==> src/include/ppmei_pkg.sv <==
/*
  ppmei_pkg: register map, field positions and reset values of the
  power-management event interrupt mask block.
  Assumes a 32-bit APB slave with byte addresses.
*/
package ppmei_pkg;
  // ----------------------------------------------------------------
  // register offsets
  // ----------------------------------------------------------------
  localparam logic [15:0] PPMEI_STATUS_OFS = 16'hD094;
  localparam logic [15:0] PPMEI_MASK_OFS   = 16'hD098;
  localparam logic [15:0] PPMEI_CMD_OFS    = 16'hD09C;
  localparam int          PPMEI_ADDR_W     = 16;

  // ----------------------------------------------------------------
  // field positions
  // ----------------------------------------------------------------
  localparam int PPMEI_PSC_BIT   = 24;
  localparam int PPMEI_PES_BIT   = 23;
  localparam int PPMEI_PCL_BIT   = 22;
  localparam int PPMEI_SPD_BIT   = 21;
  localparam int PPMEI_CMD_W     = 4;

  // ----------------------------------------------------------------
  // reset values
  // ----------------------------------------------------------------
  localparam logic [3:0] PPMEI_MASK_RST = 4'h0;
  localparam logic [3:0] PPMEI_FLAG_RST = 4'h0;
  localparam logic [3:0] PPMEI_CMD_RST  = 4'h0;
endpackage : ppmei_pkg

==> src/design/ppmei_edge.sv <==
/*
  ppmei_edge: turns the host's config writes of the power-management
  control/status register into one-cycle event pulses.
  Assumes the write strobe and data are synchronous to sys_clk_i.
*/
`timescale 1ns/10ps
module ppmei_edge
  import ppmei_pkg::*;
(
  // clock and reset
  input  wire logic       sys_clk_i,
  input  wire logic       sys_rst_i,
  // host power-management register writes
  input  wire logic       pmcsr_wr_i,
  input  wire logic [1:0] pmcsr_state_i,
  input  wire logic       pmcsr_pme_en_i,
  input  wire logic       pmcsr_pme_stat_clr_i,
  // event pulses
  output logic            ev_state_o,
  output logic            ev_pme_en_o,
  output logic            ev_pme_clr_o
);
  typedef struct packed {
    logic pme_en;
  } ppmei_edge_st_t;

  ppmei_edge_st_t st;
  ppmei_edge_st_t next_st;

  // ------------------------------------------------------------
  // event decode
  // ------------------------------------------------------------
  // any write that carries the state field counts as a rewrite
  always_comb begin
    next_st = st;
    ev_state_o   = pmcsr_wr_i;
    ev_pme_en_o  = pmcsr_wr_i & pmcsr_pme_en_i & ~st.pme_en;
    ev_pme_clr_o = pmcsr_wr_i & pmcsr_pme_stat_clr_i;
    if (pmcsr_wr_i) begin
      next_st.pme_en = pmcsr_pme_en_i;
    end
  end

  // enable bit shadow
  always_ff @(posedge sys_clk_i) begin
    if (sys_rst_i) begin
      st <= '0;
    end else begin
      st <= next_st;
    end
  end

  logic unused_state;
  assign unused_state = ^pmcsr_state_i;
endmodule : ppmei_edge

==> src/design/ppmei_apb.sv <==
/*
  ppmei_apb: APB slave front end, zero wait states, decodes the
  three register words and drops hit_o on an unmapped address.
  Assumes APB3 signalling on sys_clk_i.
*/
`timescale 1ns/10ps
module ppmei_apb
  import ppmei_pkg::*;
(
  // apb
  input  wire logic                    psel_i,
  input  wire logic                    penable_i,
  input  wire logic                    pwrite_i,
  input  wire logic [PPMEI_ADDR_W-1:0] paddr_i,
  // decoded strobes
  output logic                         wr_status_o,
  output logic                         wr_mask_o,
  output logic [1:0]                   rd_sel_o,
  output logic                         hit_o
);
  logic acc;

  // ------------------------------------------------------------
  // decode
  // ------------------------------------------------------------
  always_comb begin
    acc         = psel_i & penable_i;
    hit_o       = 1'b1;
    rd_sel_o    = 2'd0;
    wr_status_o = 1'b0;
    wr_mask_o   = 1'b0;
    unique case (paddr_i)
      PPMEI_STATUS_OFS: begin
        rd_sel_o    = 2'd1;
        wr_status_o = acc & pwrite_i;
      end
      PPMEI_MASK_OFS: begin
        rd_sel_o  = 2'd2;
        wr_mask_o = acc & pwrite_i;
      end
      PPMEI_CMD_OFS: rd_sel_o = 2'd3;
      default: hit_o = 1'b0;
    endcase
  end
endmodule : ppmei_apb

==> src/design/ppmei_top.sv <==
/*
  ppmei_top: power-management event flags, their interrupt enables,
  the bus-speed pin event and the current target command view.
  Assumes one clock, synchronous inputs and an APB master.
*/
`timescale 1ns/10ps
// Notes on behaviour
// - state rewrite interrupts when bit 24 set
// - pme enable set interrupts when bit 23 set
// - pme status clear interrupts when bit 22
// - satellite mode: speed pin interrupt on bit 21
// - host mode: never a speed pin interrupt
// - bits 3:0 show current target command
// - state change flag set, write one clears
// - pme enable flag set on a write that turns enable from 0 to 1
// - power flags only meaningful in satellite mode
// - bit 21 status tracks speed pin live
module ppmei_top
  import ppmei_pkg::*;
(
  // clock and reset
  input  wire logic                    sys_clk_i,
  input  wire logic                    sys_rst_i,
  // apb slave
  input  wire logic                    psel_i,
  input  wire logic                    penable_i,
  input  wire logic                    pwrite_i,
  input  wire logic [PPMEI_ADDR_W-1:0] paddr_i,
  input  wire logic [31:0]             pwdata_i,
  output logic [31:0]                  prdata_o,
  output logic                         pready_o,
  output logic                         pslverr_o,
  // controller state
  input  wire logic                    satellite_mode_i,
  input  wire logic                    bus_speed_pin_i,
  input  wire logic [PPMEI_CMD_W-1:0]  target_cmd_i,
  // host writes of the power-management register
  input  wire logic                    pmcsr_wr_i,
  input  wire logic [1:0]              pmcsr_state_i,
  input  wire logic                    pmcsr_pme_en_i,
  input  wire logic                    pmcsr_pme_stat_clr_i,
  // interrupt
  output logic                         irq_o
);
  typedef struct packed {
    logic [3:0]             mask;   // 3:psc 2:pes 1:pcl 0:spd
    logic [2:0]             flags;  // 2:psc 1:pes 0:pcl
    logic                   speed;
    logic [PPMEI_CMD_W-1:0] cmd;
    logic                   irq;
    logic [31:0]            rdata;
    logic                   slverr;
  } ppmei_st_t;

  ppmei_st_t st;
  ppmei_st_t next_st;

  logic       ev_state;
  logic       ev_pme_en;
  logic       ev_pme_clr;
  logic       wr_status;
  logic       wr_mask;
  logic [1:0] rd_sel;
  logic       hit;

  // ------------------------------------------------------------
  // submodules
  // ------------------------------------------------------------
  ppmei_edge ppmei_edge_inst (
    .sys_clk_i            (sys_clk_i),
    .sys_rst_i            (sys_rst_i),
    .pmcsr_wr_i           (pmcsr_wr_i),
    .pmcsr_state_i        (pmcsr_state_i),
    .pmcsr_pme_en_i       (pmcsr_pme_en_i),
    .pmcsr_pme_stat_clr_i (pmcsr_pme_stat_clr_i),
    .ev_state_o           (ev_state),
    .ev_pme_en_o          (ev_pme_en),
    .ev_pme_clr_o         (ev_pme_clr)
  );

  ppmei_apb ppmei_apb_inst (
    .psel_i      (psel_i),
    .penable_i   (penable_i),
    .pwrite_i    (pwrite_i),
    .paddr_i     (paddr_i),
    .wr_status_o (wr_status),
    .wr_mask_o   (wr_mask),
    .rd_sel_o    (rd_sel),
    .hit_o       (hit)
  );

  // pack registers onto the word layout
  function automatic logic [31:0] ppmei_word(input logic [3:0] v);
    logic [31:0] w;
    w = 32'h0;
    w[PPMEI_PSC_BIT] = v[3];
    w[PPMEI_PES_BIT] = v[2];
    w[PPMEI_PCL_BIT] = v[1];
    w[PPMEI_SPD_BIT] = v[0];
    return w;
  endfunction : ppmei_word

  // ------------------------------------------------------------
  // next state
  // ------------------------------------------------------------
  always_comb begin
    logic [2:0] ev;
    logic [2:0] clr;
    logic [3:0] pend;
    logic [3:0] nm;
    ev = 3'h0;
    clr = 3'h0;
    pend = 4'h0;
    nm = 4'h0;
    next_st = st;
    // flags only latch in satellite mode
    ev = {ev_state, ev_pme_en, ev_pme_clr} & {3{satellite_mode_i}};
    if (wr_status) begin
      clr = {pwdata_i[PPMEI_PSC_BIT], pwdata_i[PPMEI_PES_BIT], pwdata_i[PPMEI_PCL_BIT]};
    end
    next_st.flags = (st.flags & ~clr) | ev;
    next_st.speed = bus_speed_pin_i;
    next_st.cmd   = target_cmd_i;
    if (wr_mask) begin
      // clearing bit 21 is how software withdraws the speed request
      next_st.mask = {pwdata_i[PPMEI_PSC_BIT], pwdata_i[PPMEI_PES_BIT],
                      pwdata_i[PPMEI_PCL_BIT], pwdata_i[PPMEI_SPD_BIT]};
    end
    nm = next_st.mask;
    pend[3] = next_st.flags[2] & nm[3];
    pend[2] = next_st.flags[1] & nm[2];
    pend[1] = next_st.flags[0] & nm[1];
    pend[0] = next_st.speed & nm[0] & satellite_mode_i;
    next_st.irq = |pend;
    next_st.slverr = psel_i & ~penable_i & ~hit;
    unique case (rd_sel)
      2'd1: next_st.rdata = ppmei_word({st.flags, st.speed});
      2'd2: next_st.rdata = ppmei_word(st.mask);
      2'd3: next_st.rdata = {28'h0, st.cmd};
      default: next_st.rdata = 32'h0;
    endcase
  end

  // state register
  always_ff @(posedge sys_clk_i) begin
    if (sys_rst_i) begin
      st.mask   <= PPMEI_MASK_RST;
      st.flags  <= PPMEI_FLAG_RST[2:0];
      st.speed  <= 1'b0;
      st.cmd    <= PPMEI_CMD_RST;
      st.irq    <= 1'b0;
      st.rdata  <= 32'h0;
      st.slverr <= 1'b0;
    end else begin
      st <= next_st;
    end
  end

  // outputs; read data and error captured in setup, valid in access phase
  assign prdata_o  = st.rdata;
  assign pslverr_o = st.slverr; // cleared again at the access edge
  assign pready_o  = 1'b1;
  assign irq_o     = st.irq;

  // ------------------------------------------------------------
  // checks
  // ------------------------------------------------------------
  a_host_no_speed: assert property (@(posedge sys_clk_i) disable iff (sys_rst_i)
    (!$past(satellite_mode_i) && $past(st.flags) == 3'h0 && !$past(ev_state)
     && !$past(ev_pme_en) && !$past(ev_pme_clr)) |-> !irq_o)
    else $error("speed irq raised in host mode");
  a_mask_reset: assert property (@(posedge sys_clk_i)
    sys_rst_i |=> st.mask == PPMEI_MASK_RST)
    else $error("mask not cleared by reset");
  a_state_flag: assert property (@(posedge sys_clk_i) disable iff (sys_rst_i)
    (ev_state && satellite_mode_i) |=> st.flags[2])
    else $error("state change flag not set");
  a_pme_flag: assert property (@(posedge sys_clk_i) disable iff (sys_rst_i)
    (ev_pme_en && satellite_mode_i) |=> st.flags[1])
    else $error("pme enable flag not set");
  a_speed_track: assert property (@(posedge sys_clk_i) disable iff (sys_rst_i)
    1'b1 |=> st.speed == $past(bus_speed_pin_i))
    else $error("speed status lags pin");
  a_cmd_track: assert property (@(posedge sys_clk_i) disable iff (sys_rst_i)
    1'b1 |=> st.cmd == $past(target_cmd_i))
    else $error("command view stale");
  a_speed_irq: assert property (@(posedge sys_clk_i) disable iff (sys_rst_i)
    (satellite_mode_i && bus_speed_pin_i && st.mask[0] && !wr_mask) |=> irq_o)
    else $error("speed irq missing");
  a_mask_gate: assert property (@(posedge sys_clk_i) disable iff (sys_rst_i)
    (next_st.mask == 4'h0) |=> !irq_o)
    else $error("irq with all enables clear");
  a_clr_flag: assert property (@(posedge sys_clk_i) disable iff (sys_rst_i)
    (wr_status && pwdata_i[PPMEI_PCL_BIT] && !ev_pme_clr) |=> !st.flags[0])
    else $error("clear flag survived write one");
endmodule : ppmei_top

==> config.mk <==
export PLATFORM = sky130hd
export DESIGN_NAME = ppmei_top
export DESIGN_NICKNAME = d
export VERILOG_FILES = /design/src/include/ppmei_pkg.sv /design/src/design/ppmei_edge.sv /design/src/design/ppmei_apb.sv /design/src/design/ppmei_top.sv
export SDC_FILE = /design/constraint.sdc
export NUM_CORES = 1
export LEC_CHECK = 0
export CAP_MARGIN = 0
export CELL_PAD_IN_SITES_DETAIL_PLACEMENT = 0
export CELL_PAD_IN_SITES_GLOBAL_PLACEMENT = 1
export CORE_ASPECT_RATIO = 1.2
export CORE_UTILIZATION = 41
export CTS_CLUSTER_SIZE = 40
export DETAILED_ROUTE_END_ITERATION = 10
export DONT_BUFFER_PORTS = 1
export PLACE_DENSITY_LB_ADDON = 0.05
export REMOVE_ABC_BUFFERS = 1
export SLEW_MARGIN = 10
export SYNTH_ARGS = -nofsm -noshare
export SYNTH_HDL_FRONTEND = slang
export SYNTH_SLANG_ARGS = --single-unit
==> constraint.sdc <==
create_clock -name sys_clk_i -period 1.9 [get_ports sys_clk_i]
set_input_delay 0 -clock sys_clk_i [delete_from_list [all_inputs] [get_ports sys_clk_i]]
set_output_delay 0 -clock sys_clk_i [all_outputs]
set_load 0.01 [all_outputs]
==> parameters.txt <==
Parameter                              Value

Clock tree
  Maximum count of clock buffers along a single path    2
  Post-cts repair resize count    0
  Inserted Clock Buffers    3
  Clock latency at the later pin of the worst-skew pair    0.30 ns
  Clock tree from TritonCTS    yes
  Number of setup buffers added after CTS    0
  Cell at the root of the clock tree    sky130_fd_sc_hd__clkbuf_4
  Depth of the CTS H-tree    1
  Clk sinks    23
  Clock transition at the registers of the reported paths    0.13 ns

Cells and area
  Fill cell instance count of the final layout    300
  Final net count    207
  Fraction of final layout cells with drive strength greater than 1    7.75%
  Total area of sequential cells    460 µm²
  ANT cells    0
  Footprint of the multi-input gates    581 µm²
  Area overhead of the layout relative to synthesis    6.39%

Synthesis
  Mapped Area    1210 µm²
  Register bit total from synthesis    23
  Count of flip-flops with a built-in enable after synthesis    0
  Number of distinct library cell variants in the gate-level netlist after synthesis    33
  Cells after Synth    133
  Most repeated cell in the gate-level netlist after synthesis    sky130_fd_sc_hd__buf_4
  Number of warnings reported in the yosys synthesis log    0
  Top-area cell type share of the netlist area    37.9%
  Largest cells by area after synthesis    sky130_fd_sc_hd__dfxtp_1 (38%), sky130_fd_sc_hd__buf_4 (20%), sky130_fd_sc_hd__nor2_1 (4.3%)
  Commonest cells post-synth    sky130_fd_sc_hd__buf_4 (33), sky130_fd_sc_hd__dfxtp_1 (23), sky130_fd_sc_hd__nor2_1 (14), sky130_fd_sc_hd__nor2b_1 (7)
  Dominant register cell in the synthesized netlist    sky130_fd_sc_hd__dfxtp_1
  Post-synthesis async set-or-reset flop share    0%
  Cell type with the highest aggregate area in the netlist    sky130_fd_sc_hd__dfxtp_1
  Sequential fraction of the synthesis area    37.9%
  Post-Syn Area per Cell    9.13 µm²

Worst setup path
  Kind of end point of the critical path    flop
  Arr. time, crit path    1.71 ns
  Capture point of the worst path    pslverr_o$_SDFF_PP0_
  Crit Reg-Reg Startpoint    ppmei_edge_inst.st$_SDFFE_PP0P_
  Critical path type    in2reg
  Crit path launch    sys_rst_i
  Worst r2r path cells    4
  Maximum fanout along the worst path    16
  Worst path required time    2.16 ns
  Minimum setup slack among reg-to-reg paths    0.54 ns
  Element type at the critical path start    input port
  Endpoint of the worst register-to-register path    st[40]$_SDFF_PP0_

Timing
  Worst Clk Skew    0.00413 ns
  Unrepaired setup endpoints after global routing    no
  Min setup slack post-route    0.447 ns
  Final slew viol count    0
  Remaining max-slew budget at the tightest pin    59.4%
  Endpoints failing setup    0
  Timing-limited maximum frequency    688 MHz
  Final worst hold slack    0.0164 ns
  Final worst-path cycle share    76.5%
  Setup TNS    0 ns
  Clock period minus final worst setup slack    1.45 ns
  Final hold vios    0
  Slew at the pin closest to its max-slew limit    0.606 ns

Pwr
  Power density cells    632 nW/µm²
  Clock network fraction of total power    27.5%
  Switching share of power    24.7%
  Leakage power of the design    0.561 nW
  Portion of total power attributed to sequential cells    61.1%
  Design internal power    0.000614 W
  Combinational fraction of design power    11.5%
  Switching power    0.000201 W
  Highest ir drop seen on vdd    0.310 mV

Place
  Post-detail-place hpwl    1690 µm
  Port buffer count    0
  Gpl congestion    0.800
  Minimum setup slack after placement    0.271 ns

Hold path
  Type of the most critical hold path    in2reg

Global route
  Vias in the first global route    786
  First-pass GRT wire length    3550 µm
  Remaining global-route overflow    0
  Initial antenna violation count    0
  Global Route met2 Usage    26.5%
  Most utilized layer in the global route result    met2
  Pin count of the biggest net entering global routing    17
  Global-route track usage on met3    4.69%
  Met1 Track Usage GR    17.8%
  Global-route usage over all layers    15.6%

Detailed routing
  Via count of the routed design    854
  Detail-routed net length per standard cell    13.5 µm
  Initial DRT Pass Iterations    4
  Remaining routing DRC violations    0
  Number of vias per cell    4.85
  Total wirelength of the detailed-routed design    2380 µm
  Detailed router's first-iteration violation count    14
  Detail Route Antenna Nets    0

Floorplan
  Die width    51.7 µm
  Placeable Area    2810 µm²
  Row count    21
  Count of pins on the block boundary    99
  Vertical extent of the die    61.6 µm
  Die Footprint    3180 µm²
  Starting Density    43.2%

Run
  Max-Cap Viols    0

Status
  Outcome    completed
==> registers in the layout, summed over array words and instances, names as in the netlist <==
signal              cells
st                     12
prdata_o                8
irq_o                   1
ppmei_edge_inst.st      1
pslverr_o               1
==> worst min path at each step <==
stage                           from  cells after the start                      end
after floorplan            sys_rst_i                      1         irq_o$_SDFF_PP0_
after global placement     sys_rst_i                      1         irq_o$_SDFF_PP0_
after detailed placement   sys_rst_i                      1         irq_o$_SDFF_PP0_
after CTS                 paddr_i[2]                      3  prdata_o[21]$_SDFF_PP0_
after global routing      pmcsr_wr_i                      3        st[39]$_SDFF_PP0_
final                     paddr_i[2]                      3  prdata_o[21]$_SDFF_PP0_
==> area by class of cell <==
class,instances,area share [%]
Timing Repair Buffer,18,14.0
Multi-Input combinational cell,97,45.0
Clock buffer,3,1.74
Sequential cell,23,35.7
Clock inverter,1,0.388
Tap cell,34,3.29
==> metal layers <==
metal / wire (µm) / up-vias
met5: 0 / -
met4: 21 / 0
met3: 207 / 2
met2: 1210 / 42
met1: 942 / 395
li1: - / 415
==> power by group through the flow <==
stage	clock network [W]	registers [W]	logic, W
2_1_floorplan	0	0.000508	0.0000521
3_3_place_gp	0	0.000509	0.0000571
3_5_place_dp	0	0.000509	0.0000575
4_1_cts	0.000235	0.000498	0.0000926
5_1_grt	0.000256	0.000499	0.000104
6_report	0.000224	0.000498	0.0000935
==> cells by family (layout without fill, tap and decap cells) <==
family | Yosys count | count (layout) | share of synthesized area, %
AOI/OAI and AO/OA | 20 | 20 | 14.6
buffers and inverters | 36 | 22 | 21.3
DFF | 23 | 23 | 37.9
muxes | 2 | 2 | 1.65
other | 2 | 25 | 0.619
and+or+nand+nor | 50 | 50 | 23.8
==> worst max-delay path, cell delays in order <==
cell	delay [ns]
sky130_fd_sc_hd__dlygate4sd3_1	0.77
sky130_fd_sc_hd__nor4b_1	0.36
sky130_fd_sc_hd__dlygate4sd3_1	0.58
==> per-stage QoR <==
stage | total power, W | utilization [%] | instance area, µm² | instances
after floorplan | 0.000560 | - | 1040 | 120
after global placement | 0.000566 | 38.5 | 1080 | 154
after detailed placement | 0.000567 | 38.5 | 1080 | 154
after CTS | 0.000826 | 45.9 | 1290 | 176
after global routing | 0.000860 | 45.9 | 1290 | 176
final | 0.000816 | 45.9 | 1290 | 176
==> timing repair <==
item                                   in CTS  in global routing
endpoints found under the hold margin      23                  0
setup endpoints to repair                   0                  0
hold buffers                               18                  0
==> cell usage in the layout, fill, tap and decap left out, types with 3 or more instances in the layout <==
| cell | instances |
|---|---|
| sky130_fd_sc_hd__a22oi_1 | 5 |
| sky130_fd_sc_hd__nand3_1 | 3 |
| sky130_fd_sc_hd__nor2_1 | 14 |
| sky130_fd_sc_hd__o21ba_1 | 3 |
| sky130_fd_sc_hd__dfxtp_1 | 23 |
| sky130_fd_sc_hd__nor2b_1 | 7 |
| sky130_fd_sc_hd__nand2_1 | 5 |
| sky130_fd_sc_hd__conb_1 | 25 |
| sky130_fd_sc_hd__clkbuf_4 | 3 |
| sky130_fd_sc_hd__and3_1 | 4 |
| sky130_fd_sc_hd__and2_1 | 4 |
| sky130_fd_sc_hd__dlygate4sd3_1 | 18 |
Power figures use the tool's default switching activity.
